<file path="src/hdl/swf_pkg.sv">
// constants and types shared by the wake, fail-safe and pin control block
package swf_pkg;
	// ----------------------------------------------------------------
	// register offsets
	// ----------------------------------------------------------------
	localparam logic [7:0] ADDR_SUPPLY = 8'h0C;
	localparam logic [7:0] ADDR_HOLD   = 8'h0E;
	localparam logic [7:0] ADDR_CAN    = 8'h10;
	localparam logic [7:0] ADDR_LOCAL_WAKE_IN_A  = 8'h11;
	localparam logic [7:0] ADDR_LOCAL_WAKE_IN_B  = 8'h12;
	localparam logic [7:0] ADDR_DEVCFG = 8'h1A;
	localparam logic [7:0] ADDR_LIN    = 8'h1D;
	localparam logic [7:0] ADDR_FLAG   = 8'h29;
	localparam logic [7:0] ADDR_LOCAL_WAKE_IN_C  = 8'h2A;
	localparam logic [7:0] ADDR_WAKE4  = 8'h2B;
	localparam logic [7:0] ADDR_RATE   = 8'h44;
	// ----------------------------------------------------------------
	// field positions
	// ----------------------------------------------------------------
	localparam int XCVR_EN_BIT     = 0;
	localparam int XCVR_FOLLOW_BIT = 1;
	localparam int HOLD_POL_BIT    = 0;
	localparam int HOLD_WAKE_BIT   = 1;
	localparam int LIMP_FS_BIT     = 0;
	localparam int LIMP_STATE_BIT  = 5;
	localparam int LIMP_RD_EN_BIT  = 6;
	localparam int FLAG_LEVEL_BIT  = 4;
	localparam int FLAG_RSTMON_BIT = 5;
	localparam int CYCLIC_BIT      = 0;
	localparam int DIRECT_BIT      = 1;
	// ----------------------------------------------------------------
	// reset values
	// ----------------------------------------------------------------
	localparam logic [7:0] RST_SUPPLY = 8'h00;
	localparam logic [7:0] RST_HOLD   = 8'h01;
	localparam logic [7:0] RST_CAN    = 8'h00;
	localparam logic [2:0] RST_WAKEEN = 3'h7;
	localparam logic [7:0] RST_DEVCFG = 8'h00;
	localparam logic [7:0] RST_LIN    = 8'h00;
	localparam logic [7:0] RST_FLAG   = 8'h20;
	localparam logic [7:0] RST_LOCAL_WAKE_IN_C  = 8'h00;
	localparam logic [7:0] RST_WAKE4  = 8'h00;
	localparam logic [7:0] RST_RATE   = 8'h00;
	// ----------------------------------------------------------------
	// encodings
	// ----------------------------------------------------------------
	localparam logic [1:0] WMODE_BOTH  = 2'h0;
	localparam logic [1:0] WMODE_RISE  = 2'h1;
	localparam logic [1:0] WMODE_FALL  = 2'h2;
	localparam logic [1:0] WMODE_PULSE = 2'h3;
	localparam logic [2:0] MODE_NORMAL   = 3'h1;
	localparam logic [2:0] MODE_SLEEP    = 3'h3;
	localparam logic [2:0] MODE_RESTART  = 3'h4;
	localparam logic [2:0] GSEL_PLAIN    = 3'h0;
	localparam logic [2:0] GSEL_REG_ERR  = 3'h1;
	localparam logic [2:0] GSEL_WD_ERR   = 3'h2;
	localparam logic [2:0] GSEL_LWU      = 3'h3;
	localparam logic [2:0] GSEL_WUP      = 3'h4;
	localparam logic [2:0] GSEL_RST_CNT  = 3'h5;
	localparam logic [2:0] GSEL_CAN_FLT  = 3'h6;
	// ----------------------------------------------------------------
	// timing
	// ----------------------------------------------------------------
	localparam int CLK_PERIOD_NS     = 40;
	localparam int RST_PULSE_MIN_NS  = 20000;
	localparam int WAKE_PULSE_MIN_NS = 1000;
	localparam int RST_LOW_SHORT_NS  = 100000;
	localparam int RST_LOW_LONG_NS   = 2000000;
	localparam int RST_PULSE_MIN_CYC  = (RST_PULSE_MIN_NS + CLK_PERIOD_NS - 1) / CLK_PERIOD_NS;
	localparam int WAKE_PULSE_MIN_CYC = (WAKE_PULSE_MIN_NS + CLK_PERIOD_NS - 1) / CLK_PERIOD_NS;
	localparam int RST_LOW_SHORT_CYC  = (RST_LOW_SHORT_NS + CLK_PERIOD_NS - 1) / CLK_PERIOD_NS;
	localparam int RST_LOW_LONG_CYC   = (RST_LOW_LONG_NS + CLK_PERIOD_NS - 1) / CLK_PERIOD_NS;
	// ----------------------------------------------------------------
	// carriers
	// ----------------------------------------------------------------
	typedef struct packed {
		logic [7:0] addr;
		logic [7:0] wdata;
		logic       wr;
		logic       rd;
	} swf_reg_req_t;
	typedef struct packed {
		logic reg_err;
		logic wd_err;
		logic bus_wake_pattern;
		logic rst_cnt_exceeded;
		logic can_fault;
	} swf_irq_src_t;
endpackage

</file>
<file path="src/hdl/swf_sync.sv">
// two flip-flop synchroniser for pin inputs
`timescale 1ns/1ps
`default_nettype none
module swf_sync #(
	parameter int W = 1
) (
	input  wire logic         i_clk,
	input  wire logic [W-1:0] i_async,
	output logic      [W-1:0] o_sync
);
	logic [W-1:0] meta_reg;
	always_ff @(posedge i_clk) begin
		meta_reg <= i_async;
		o_sync   <= meta_reg;
	end
endmodule
`default_nettype wire

</file>
<file path="src/hdl/swf_wake_det.sv">
// edge, pulse and cyclic-sense wake detector for one local wake input
`timescale 1ns/1ps
`default_nettype none
module swf_wake_det #(
	parameter int unsigned PULSE_MIN = 25
) (
	input  wire logic       i_clk,
	input  wire logic       i_bidir_reset_pin_n,
	input  wire logic       i_level,
	input  wire logic       i_en,
	input  wire logic [1:0] i_mode,
	input  wire logic       i_cyclic,
	input  wire logic       i_sample,
	output logic            o_event
);
	import swf_pkg::*;
	localparam int CW = $clog2(PULSE_MIN + 1);
	localparam logic [CW-1:0] CMAX = CW'(PULSE_MIN);
	logic          prev_reg, prev_next, stored_reg, stored_next;
	logic          inpulse_reg, inpulse_next, evt_next;
	logic [CW-1:0] cnt_reg, cnt_next;
	logic          rise, fall;

	always_comb begin
		rise         = i_level & ~prev_reg;
		fall         = ~i_level & prev_reg;
		prev_next    = i_level;
		stored_next  = stored_reg;
		inpulse_next = inpulse_reg;
		evt_next     = 1'b0;
		cnt_next     = (cnt_reg == CMAX) ? cnt_reg : cnt_reg + 1'b1;
		if (rise | fall) begin
			cnt_next     = '0;
			inpulse_next = ~inpulse_reg;
		end
		if (i_cyclic) begin
			// compare the fresh sample against the one stored last time
			if (i_sample) begin
				evt_next    = i_en & (i_level != stored_reg);
				stored_next = i_level;
			end
		end else begin
			stored_next = i_level;
			if (i_en) begin
				case (i_mode)
					WMODE_RISE:  evt_next = rise;
					WMODE_FALL:  evt_next = fall;
					WMODE_PULSE: evt_next = (rise | fall) & inpulse_reg & (cnt_reg == CMAX);
					default:     evt_next = rise | fall;
				endcase
			end
		end
	end

	always_ff @(posedge i_clk) begin
		if (!i_bidir_reset_pin_n) begin
			prev_reg    <= i_level; // no false edge after reset from an idle-high pin
			stored_reg  <= 1'b0;
			inpulse_reg <= 1'b0;
			cnt_reg     <= '0;
			o_event     <= 1'b0;
		end else begin
			prev_reg    <= prev_next;
			stored_reg  <= stored_next;
			inpulse_reg <= inpulse_next;
			cnt_reg     <= cnt_next;
			o_event     <= evt_next;
		end
	end
endmodule
`default_nettype wire

</file>
<file path="src/hdl/swf_pin_ctrl.sv">
// wake, fail-safe indicator, reset pin and flag output control of the chip
//
// Functional notes
// - CAN transceiver stays off in every chip mode except normal.
// - LIN transceiver has own register, works only in normal, may follow mode.
// - each wake input selects rising, falling or pulse wake.
// - after reset all three wake inputs enabled on either edge.
// - four wake registers hold level, status, selection and special features.
// - cyclic sensing compares each sample with stored state and wakes on change.
// - with direct drive the third wake input turns the high side switch on.
// - flag output follows a software bit by default.
// - flag output can instead show one selected interrupt source.
// - active hold pin blocks watchdog actions while the timer runs on.
// - hold pin polarity programmable to low through its setup register.
// - in sleep the hold pin can wake the chip.
// - fallback indicator is open-drain low, asserted after watchdog reset.
// - fallback indicator released only once error counter reaches zero.
// - when programmed, each fail-safe entry asserts the fallback indicator.
// - readback enable bit makes the indicator state visible in next bit.
// - long low pulse on reset pin enters restart and restores defaults.
// - restart mode drives reset pin low for entry-dependent time.
// - reset pin is open-drain bidirectional, configured by flag register.
// - interrupt output goes low while chip raises an interrupt.
`timescale 1ns/1ps
`default_nettype none
module swf_pin_ctrl #(
	parameter int unsigned RST_PULSE_MIN  = swf_pkg::RST_PULSE_MIN_CYC,
	parameter int unsigned WAKE_PULSE_MIN = swf_pkg::WAKE_PULSE_MIN_CYC,
	parameter int unsigned RST_LOW_SHORT  = swf_pkg::RST_LOW_SHORT_CYC,
	parameter int unsigned RST_LOW_LONG   = swf_pkg::RST_LOW_LONG_CYC
) (
	input  wire logic                 I_REF_CLK,
	input  wire logic                 I_BIDIR_RESET_PIN_N,
	input  wire swf_pkg::swf_reg_req_t I_REG_REQ,
	output logic [7:0]                O_REG_RDATA,
	output logic                      O_REG_RVALID,
	input  wire logic [2:0]           I_CHIP_MODE,
	input  wire logic                 I_PRIMARY_REG_OK,
	input  wire swf_pkg::swf_irq_src_t I_IRQ_SRC,
	input  wire logic                 I_IRQ_PENDING,
	input  wire logic                 I_WD_EXPIRE,
	input  wire logic                 I_WD_TIMEOUT_RESET,
	input  wire logic                 I_WD_GOOD_TRIGGER,
	input  wire logic                 I_WD_ERR_CNT_ZERO,
	input  wire logic                 I_FAILSAFE_ENTRY,
	input  wire logic                 I_CYCLIC_SAMPLE,
	input  wire logic [2:0]           I_LOCAL_WAKE_INPUTS,
	input  wire logic                 I_DEBUG_HOLD_PIN,
	input  wire logic                 I_BIDIR_RESET_PIN_N_I,
	output logic                      O_BIDIR_RESET_PIN_N_O,
	output logic                      O_BIDIR_RESET_PIN_N_OE,
	output logic                      O_LIMP_N_O,
	output logic                      O_LIMP_N_OE,
	output logic                      O_GENERAL_FLAG_OUTPUT,
	output logic                      O_INTERRUPT_OUT_N,
	output logic                      O_CAN_XCVR_ON,
	output logic                      O_LIN_XCVR_ON,
	output logic                      O_HSS_DIRECT_ON,
	output logic                      O_WAKE_REQ,
	output logic                      O_RESTART_REQ,
	output logic                      O_WD_ACTION
);
	import swf_pkg::*;
	localparam int CNTW = $clog2(RST_LOW_LONG + 1);

	typedef enum logic [2:0] {
		ST_IDLE  = 3'b001,
		ST_WATCH = 3'b010,
		ST_DRIVE = 3'b100
	} swf_rst_state_t;

	// ----------------------------------------------------------------
	// pin synchronisers and wake detectors
	// ----------------------------------------------------------------
	logic [2:0] wake_lvl;
	logic       hold_lvl, rst_lvl;
	logic [2:0] wake_evt;
	swf_sync #(.W(5)) u_sync (
		.i_clk   (I_REF_CLK),
		.i_async ({I_LOCAL_WAKE_INPUTS, I_DEBUG_HOLD_PIN, I_BIDIR_RESET_PIN_N_I}),
		.o_sync  ({wake_lvl, hold_lvl, rst_lvl})
	);

	logic [7:0] supply_reg, supply_next, hold_reg, hold_next, can_reg, can_next;
	logic [7:0] devcfg_reg, devcfg_next, lin_reg, lin_next, flag_reg, flag_next;
	logic [7:0] local_wake_in_c_reg, local_wake_in_c_next, wake4_reg, wake4_next, rate_reg, rate_next;
	logic [2:0] wake_en_reg, wake_en_next, wake_st_reg, wake_st_next;
	logic [7:0] rdata_next;
	logic       rvalid_next;

	genvar gi;
	generate
		for (gi = 0; gi < 3; gi++) begin : g_wake
			swf_wake_det #(.PULSE_MIN(WAKE_PULSE_MIN)) u_det (
				.i_clk    (I_REF_CLK),
				.i_bidir_reset_pin_n   (I_BIDIR_RESET_PIN_N),
				.i_level  (wake_lvl[gi]),
				.i_en     (wake_en_reg[gi]),
				.i_mode   (local_wake_in_c_reg[2*gi+:2]),
				.i_cyclic (wake4_reg[CYCLIC_BIT]),
				.i_sample (I_CYCLIC_SAMPLE),
				.o_event  (wake_evt[gi])
			);
		end
	endgenerate

	// ----------------------------------------------------------------
	// reset pin monitor and restart drive
	// ----------------------------------------------------------------
	swf_rst_state_t st_reg, st_next;
	logic [CNTW-1:0] cnt_reg, cnt_next;
	logic rst_prev_reg, rst_prev_next, inrst_prev_reg, inrst_prev_next;
	logic bypin_reg, bypin_next, rreq_next, rdrv_next;
	logic in_restart;

	always_comb begin
		in_restart      = (I_CHIP_MODE == MODE_RESTART);
		st_next         = st_reg;
		cnt_next        = cnt_reg;
		rst_prev_next   = rst_lvl;
		inrst_prev_next = (st_reg == ST_WATCH) ? inrst_prev_reg : in_restart;
		bypin_next      = bypin_reg;
		rreq_next       = 1'b0;
		rdrv_next       = 1'b0;
		case (st_reg)
			ST_IDLE: begin
				if (in_restart && !inrst_prev_reg) begin
					// low time depends on entry path and regulator state
					st_next    = ST_DRIVE;
					cnt_next   = (bypin_reg && I_PRIMARY_REG_OK) ?
						CNTW'(RST_LOW_SHORT) : CNTW'(RST_LOW_LONG);
					bypin_next = 1'b0;
					rdrv_next  = 1'b1;
				end else if (!in_restart && I_PRIMARY_REG_OK && flag_reg[FLAG_RSTMON_BIT]
					&& rst_prev_reg && !rst_lvl) begin
					st_next  = ST_WATCH;
					cnt_next = '0;
				end
			end
			ST_WATCH: begin
				if (rst_lvl || in_restart || !I_PRIMARY_REG_OK) begin
					st_next = ST_IDLE;
				end else if (cnt_reg == CNTW'(RST_PULSE_MIN - 1)) begin
					// width is a parameter, nothing fixes it
					st_next    = ST_IDLE;
					rreq_next  = 1'b1;
					bypin_next = 1'b1;
				end else begin
					cnt_next = cnt_reg + 1'b1;
				end
			end
			ST_DRIVE: begin
				if (cnt_reg <= CNTW'(1)) begin
					st_next = ST_IDLE;
				end else begin
					cnt_next  = cnt_reg - 1'b1;
					rdrv_next = 1'b1;
				end
			end
			default: st_next = ST_IDLE;
		endcase
	end

	always_ff @(posedge I_REF_CLK) begin
		if (!I_BIDIR_RESET_PIN_N) begin
			st_reg                 <= ST_IDLE;
			cnt_reg                <= '0;
			rst_prev_reg           <= 1'b1;
			inrst_prev_reg         <= 1'b0;
			bypin_reg              <= 1'b0;
			O_RESTART_REQ          <= 1'b0;
			O_BIDIR_RESET_PIN_N_OE <= 1'b0;
		end else begin
			st_reg                 <= st_next;
			cnt_reg                <= cnt_next;
			rst_prev_reg           <= rst_prev_next;
			inrst_prev_reg         <= inrst_prev_next;
			bypin_reg              <= bypin_next;
			O_RESTART_REQ          <= rreq_next;
			O_BIDIR_RESET_PIN_N_OE <= rdrv_next;
		end
	end

	// ----------------------------------------------------------------
	// register file
	// ----------------------------------------------------------------
	always_comb begin
		supply_next  = supply_reg;
		hold_next    = hold_reg;
		can_next     = can_reg;
		devcfg_next  = devcfg_reg;
		lin_next     = lin_reg;
		flag_next    = flag_reg;
		local_wake_in_c_next   = local_wake_in_c_reg;
		wake4_next   = wake4_reg;
		rate_next    = rate_reg;
		wake_en_next = wake_en_reg;
		wake_st_next = wake_st_reg;
		rvalid_next  = I_REG_REQ.rd;
		rdata_next   = 8'h00;
		if (I_REG_REQ.wr) begin
			if (I_REG_REQ.addr == ADDR_SUPPLY) supply_next = I_REG_REQ.wdata;
			else if (I_REG_REQ.addr == ADDR_HOLD) hold_next = I_REG_REQ.wdata;
			else if (I_REG_REQ.addr == ADDR_CAN) can_next = I_REG_REQ.wdata;
			else if (I_REG_REQ.addr == ADDR_LOCAL_WAKE_IN_A) wake_en_next = I_REG_REQ.wdata[2:0];
			else if (I_REG_REQ.addr == ADDR_LOCAL_WAKE_IN_B) wake_st_next = wake_st_reg & ~I_REG_REQ.wdata[2:0];
			else if (I_REG_REQ.addr == ADDR_DEVCFG) devcfg_next = I_REG_REQ.wdata & 8'h41;
			else if (I_REG_REQ.addr == ADDR_LIN) lin_next = I_REG_REQ.wdata;
			else if (I_REG_REQ.addr == ADDR_FLAG) flag_next = I_REG_REQ.wdata;
			else if (I_REG_REQ.addr == ADDR_LOCAL_WAKE_IN_C) local_wake_in_c_next = I_REG_REQ.wdata;
			else if (I_REG_REQ.addr == ADDR_WAKE4) wake4_next = I_REG_REQ.wdata;
			else if (I_REG_REQ.addr == ADDR_RATE) rate_next = I_REG_REQ.wdata;
		end
		// a wake in the same cycle as its clear stays recorded
		wake_st_next = wake_st_next | wake_evt;
		if (O_RESTART_REQ) begin
			// restart restores the default configuration
			supply_next  = RST_SUPPLY;
			hold_next    = RST_HOLD;
			can_next     = RST_CAN;
			devcfg_next  = RST_DEVCFG;
			lin_next     = RST_LIN;
			flag_next    = RST_FLAG;
			local_wake_in_c_next   = RST_LOCAL_WAKE_IN_C;
			wake4_next   = RST_WAKE4;
			rate_next    = RST_RATE;
			wake_en_next = RST_WAKEEN;
		end
		if (I_REG_REQ.addr == ADDR_SUPPLY) rdata_next = supply_reg;
		else if (I_REG_REQ.addr == ADDR_HOLD) rdata_next = hold_reg;
		else if (I_REG_REQ.addr == ADDR_CAN) rdata_next = can_reg;
		else if (I_REG_REQ.addr == ADDR_LOCAL_WAKE_IN_A) rdata_next = {1'b0, wake_lvl, 1'b0, wake_en_reg};
		else if (I_REG_REQ.addr == ADDR_LOCAL_WAKE_IN_B) rdata_next = {5'h00, wake_st_reg};
		else if (I_REG_REQ.addr == ADDR_DEVCFG) begin
			rdata_next = devcfg_reg;
			rdata_next[LIMP_STATE_BIT] = devcfg_reg[LIMP_RD_EN_BIT] & O_LIMP_N_OE;
		end
		else if (I_REG_REQ.addr == ADDR_LIN) rdata_next = lin_reg;
		else if (I_REG_REQ.addr == ADDR_FLAG) rdata_next = flag_reg;
		else if (I_REG_REQ.addr == ADDR_LOCAL_WAKE_IN_C) rdata_next = local_wake_in_c_reg;
		else if (I_REG_REQ.addr == ADDR_WAKE4) rdata_next = wake4_reg;
		else if (I_REG_REQ.addr == ADDR_RATE) rdata_next = rate_reg;
		if (!I_REG_REQ.rd) rdata_next = 8'h00;
	end

	always_ff @(posedge I_REF_CLK) begin
		if (!I_BIDIR_RESET_PIN_N) begin
			supply_reg   <= RST_SUPPLY;
			hold_reg     <= RST_HOLD;
			can_reg      <= RST_CAN;
			devcfg_reg   <= RST_DEVCFG;
			lin_reg      <= RST_LIN;
			flag_reg     <= RST_FLAG;
			local_wake_in_c_reg    <= RST_LOCAL_WAKE_IN_C;
			wake4_reg    <= RST_WAKE4;
			rate_reg     <= RST_RATE;
			wake_en_reg  <= RST_WAKEEN;
			wake_st_reg  <= 3'h0;
			O_REG_RDATA  <= 8'h00;
			O_REG_RVALID <= 1'b0;
		end else begin
			supply_reg   <= supply_next;
			hold_reg     <= hold_next;
			can_reg      <= can_next;
			devcfg_reg   <= devcfg_next;
			lin_reg      <= lin_next;
			flag_reg     <= flag_next;
			local_wake_in_c_reg    <= local_wake_in_c_next;
			wake4_reg    <= wake4_next;
			rate_reg     <= rate_next;
			wake_en_reg  <= wake_en_next;
			wake_st_reg  <= wake_st_next;
			O_REG_RDATA  <= rdata_next;
			O_REG_RVALID <= rvalid_next;
		end
	end

	// ----------------------------------------------------------------
	// outputs: transceivers, flag, hold, fallback, interrupt
	// ----------------------------------------------------------------
	logic hold_act, hold_prev_reg, limp_next, gfo_next, wake_next;
	logic is_normal;
	always_comb begin
		is_normal = (I_CHIP_MODE == MODE_NORMAL);
		hold_act  = (hold_lvl == hold_reg[HOLD_POL_BIT]);
		limp_next = O_LIMP_N_OE;
		if (I_WD_GOOD_TRIGGER && I_WD_ERR_CNT_ZERO) limp_next = 1'b0;
		// set wins over release
		if (I_WD_TIMEOUT_RESET) limp_next = 1'b1;
		if (I_FAILSAFE_ENTRY && devcfg_reg[LIMP_FS_BIT]) limp_next = 1'b1;
		case (flag_reg[2:0])
			GSEL_REG_ERR: gfo_next = I_IRQ_SRC.reg_err;
			GSEL_WD_ERR:  gfo_next = I_IRQ_SRC.wd_err;
			GSEL_LWU:     gfo_next = |wake_st_reg;
			GSEL_WUP:     gfo_next = I_IRQ_SRC.bus_wake_pattern;
			GSEL_RST_CNT: gfo_next = I_IRQ_SRC.rst_cnt_exceeded;
			GSEL_CAN_FLT: gfo_next = I_IRQ_SRC.can_fault;
			default:      gfo_next = flag_reg[FLAG_LEVEL_BIT];
		endcase
		// hold pin becoming active in sleep is a digital wake
		wake_next = (!is_normal && |wake_evt) || (I_CHIP_MODE == MODE_SLEEP
			&& hold_reg[HOLD_WAKE_BIT] && hold_act && !hold_prev_reg);
	end

	always_ff @(posedge I_REF_CLK) begin
		if (!I_BIDIR_RESET_PIN_N) begin
			hold_prev_reg         <= 1'b1;
			O_CAN_XCVR_ON         <= 1'b0;
			O_LIN_XCVR_ON         <= 1'b0;
			O_HSS_DIRECT_ON       <= 1'b0;
			O_GENERAL_FLAG_OUTPUT <= 1'b0;
			O_WD_ACTION           <= 1'b0;
			O_LIMP_N_OE           <= 1'b0;
			O_LIMP_N_O            <= 1'b0;
			O_BIDIR_RESET_PIN_N_O <= 1'b0;
			O_INTERRUPT_OUT_N     <= 1'b1;
			O_WAKE_REQ            <= 1'b0;
		end else begin
			hold_prev_reg         <= hold_act;
			O_CAN_XCVR_ON         <= is_normal && |can_reg[XCVR_FOLLOW_BIT:XCVR_EN_BIT];
			O_LIN_XCVR_ON         <= is_normal && |lin_reg[XCVR_FOLLOW_BIT:XCVR_EN_BIT];
			O_HSS_DIRECT_ON       <= wake4_reg[DIRECT_BIT] & wake_lvl[2];
			O_GENERAL_FLAG_OUTPUT <= gfo_next;
			O_WD_ACTION           <= I_WD_EXPIRE & ~hold_act;
			O_LIMP_N_OE           <= limp_next;
			O_LIMP_N_O            <= 1'b0;
			O_BIDIR_RESET_PIN_N_O <= 1'b0;
			O_INTERRUPT_OUT_N     <= ~(I_IRQ_PENDING | (|wake_st_reg));
			O_WAKE_REQ            <= wake_next;
		end
	end
endmodule
`default_nettype wire

</file>
<file path="config.mk">
export PLATFORM = sky130hd
export DESIGN_NAME = swf_pin_ctrl
export DESIGN_NICKNAME = d
export VERILOG_FILES = /design/src/hdl/swf_pkg.sv /design/src/hdl/swf_sync.sv /design/src/hdl/swf_wake_det.sv /design/src/hdl/swf_pin_ctrl.sv
export SDC_FILE = /design/constraint.sdc
export NUM_CORES = 1
export LEC_CHECK = 0
export BUFFER_PORTS_ARGS = -buffer_cell sky130_fd_sc_hd__buf_4
export CAP_MARGIN = 20
export CORE_ASPECT_RATIO = 2
export CORE_MARGIN = 1.5
export CORE_UTILIZATION = 40
export CTS_CLUSTER_DIAMETER = 80
export DETAILED_ROUTE_END_ITERATION = 10
export PLACE_DENSITY_LB_ADDON = 0.15
export REMOVE_ABC_BUFFERS = 1
export SETUP_SLACK_MARGIN = 0.2
export SYNTH_ARGS = -nofsm -noshare
export SYNTH_HDL_FRONTEND = slang
export SYNTH_SLANG_ARGS = --single-unit
</file>
<file path="constraint.sdc">
create_clock -name I_REF_CLK -period 2.9 [get_ports I_REF_CLK]
set_input_delay 0.58 -clock I_REF_CLK [delete_from_list [all_inputs] [get_ports I_REF_CLK]]
set_output_delay 0.58 -clock I_REF_CLK [all_outputs]
set_load 0.02 [all_outputs]
</file>
==> run metrics <==
RSZ-0062 raised after global routing=false; number of flip-flops in the largest register=16; vias in the first global route=6710; GR Overflow Total=0; Pwr Density=596 mW/mm²; TNS Setup=0 ns; dpl hpwl=16.9 mm; Syn-to-layout area delta=19.3%; Sink Count=151; TritonCTS clock tree=built; Worst setup SP type=flop; Worst slew margin=52.5%; H-tree Lvls=4; global-route total usage across every layer=23.6%; Worst EP required=3.26 ns; Synthesis Warnings=0; sequential area share after synthesis=41.4%; port buffer count=59; Synth area leader=dfxtp_1; final cell count without fillers=1118; Hold Path Sink=u_sync.meta_reg[0]; Mapped Cells=835; DRC violations left=0; Iter 0 DRT Violations=254; Avg WL per Cell=20.0 µm; r2r worst-path depth=6; chip height=194 µm; initial antenna violation count=0; fin area=0.00870 mm²; Synth top area share=41.4%; reg-to-reg endpoint=cnt_reg[4]; final worst-path cycle share=85.4%; IO Pins=62; CTS clk-pin slew, worst paths=0.06 ns; leakage power=3.41 nW; Fin. Hold Viols=0; first-pass GRT wire length=35.0 mm; Min-Delay Path Class=in2reg; vias per cell=5.86; Crit Path Class=reg2reg; hold depth=1; Fmax=404 MHz; Worst Max-Slew Pin Slew=0.708 ns; clk_lat worst skew=0.43 ns; gpl congestion=0.912; endpoints failing setup=0; hold_sp=I_BIDIR_RESET_PIN_N_I; Distinct cells, synth=72; worst vdd ir=0.336 mV; core area=0.0178 mm²; Pre-antenna DRT Iters=5; status=finished clean; crit end category=flop; CTS buffer count=17; largest net degree at the start of global routing=29; Starting Density=41.0%; Placed Area=0.00807 mm²; final hold slack=0.248 ns; DRT antenna net count=0; worst-path fanout max=13; Syn Area/Cell=8.74 µm²; # rows=69; #FFs+latches synth=151; Cells after DPL=1086; Detailed Route WL=22.3 mm; diode count=0; crit path DAT=2.84 ns; FF-to-FF Start=cnt_reg[4]; via count=6548; Post-CTS Resized=0; Layout Skew=0.00625 ns; EDFF count, synth=0; final worst slack=0.423 ns; Synth Flop Type=dfxtp_1; share of layout cells above drive strength 1=17.0%; die area=0.0191 mm²; Hold Buf Count CTS=0; MaxCap Viol Count=0; cell area after synthesis=0.00730 mm²; Final min period=2.48 ns; # fillers=1717; post-CTS setup buffer count=0; r2r setup slk=0.42 ns; Critical path origin=cnt_reg[4]; root buffer cell=clkbuf_16; Area contributors post-synth=dfxtp_1 41%, mux2i_1 9.2%, nor2_1 5.8%, nand2_1 3.9%, ha_1 2.6%; Place WS=0.186 ns; fin. max-slew vios=0; nets@finish=948; asr flop ratio synth=0%; die width=98.5 µm; clk buf depth=2
worst max-delay path, stage by stage, from the launching register on:
cell and delay, ns:
dfxtp_1 0.45, nor4_4 0.52, o21ai_0 0.18, o31a_1 0.31
o31ai_2 0.60, o21ai_0 0.19, a21oi_1 0.16
worst max path at each step:
stage,endpoint,slack [ns],depth (start not counted)
2_1_floorplan,lin_reg[0],-0.30,6
3_3_place_gp,flag_reg[5],0.15,9
3_5_place_dp,flag_reg[5],0.19,9
4_1_cts,cnt_reg[4],0.42,6
5_1_grt,cnt_reg[2],0.29,6
6_report,cnt_reg[4],0.42,6
kinds of logic (layout without fill, tap and decap cells):
family,after synthesis,count (layout),share of synthesized area [%]
xor+xnor,25,25,3.00
buf+inv,80,149,4.60
other cells,1,2,0.0514
mux,71,71,9.96
flops,151,151,41.4
fa+ha+maj,15,15,2.57
simple gates,323,323,22.4
compound gates,169,169,16.0
routing by layer:
metal	global-route usage, %	routed length [µm]	share of wire (%)	vias to the layer above
met5	0	0	0	-
met4	15.7	1290	5.8	0
met3	3.82	775	3.5	76
met2	45.2	12600	56	214
met1	22.2	7700	34	3149
li1	-	-	-	3109
layout make-up:
cell class / count / area (µm²) / share of cell area (%)
flip-flops and latches: 151 / 3020 / 34.7
well taps: 213 / 267 / 3.06
inverters: 19 / 71.3 / 0.819
multi-input cells: 605 / 3950 / 45.4
repair buffers: 98 / 761 / 8.74
clock buffers: 22 / 464 / 5.33
clock inverters: 10 / 168 / 1.93
cells in the final DEF, fill, tap and decap left out, types with 9 or more instances in the layout:
cell / netlist / final
nand2b_1: 11 / 10
a221oi_1: 14 / 14
nor2_1: 112 / 112
buf_4: 3 / 96
mux2i_1: 67 / 67
o21ai_0: 28 / 28
clkbuf_16: 0 / 17
dfxtp_1: 151 / 151
a211oi_1: 9 / 9
nor4_1: 10 / 10
a21oi_1: 36 / 36
nor3_1: 23 / 23
nand4_1: 10 / 10
xnor2_1: 10 / 10
nand3_1: 23 / 23
and3_1: 10 / 10
inv_1: 18 / 18
o22ai_1: 14 / 14
xor2_1: 15 / 15
nand2_1: 76 / 76
ha_1: 15 / 15
Yosys cell counts (8+ instances only):
cell type,number
o21ai_0,28
nand2b_1,11
mux2i_1,67
a31oi_1,8
nor2_1,112
nand4_1,10
xor2_1,15
and3_1,10
ha_1,15
nand3_1,23
dfxtp_1,151
a211oi_1,9
a221oi_1,14
a21oi_1,36
nor3_1,23
nor4_1,10
nand2_1,76
o221ai_1,8
xnor2_1,10
clkbuf_1,47
inv_1,18
o22ai_1,14
per-stage QoR:
| stage | power [mW] | util (%) |
|---|---|---|
| after floorplan | 2.56 | - |
| after detailed placement | 2.85 | 45.4 |
| after global placement | 2.83 | 45.4 |
| after CTS | 5.22 | 48.9 |
| final | 5.19 | 48.9 |
| after global routing | 5.37 | 48.9 |
power by group:
part,switching (mW),leakage [nW],internal [mW]
logic,0.359,1.87,0.238
registers,0.0767,1.23,2.14
clock network,0.882,0.305,1.49
total,1.32,3.41,3.87
Note: power is estimated with default switching activity, not from simulation.
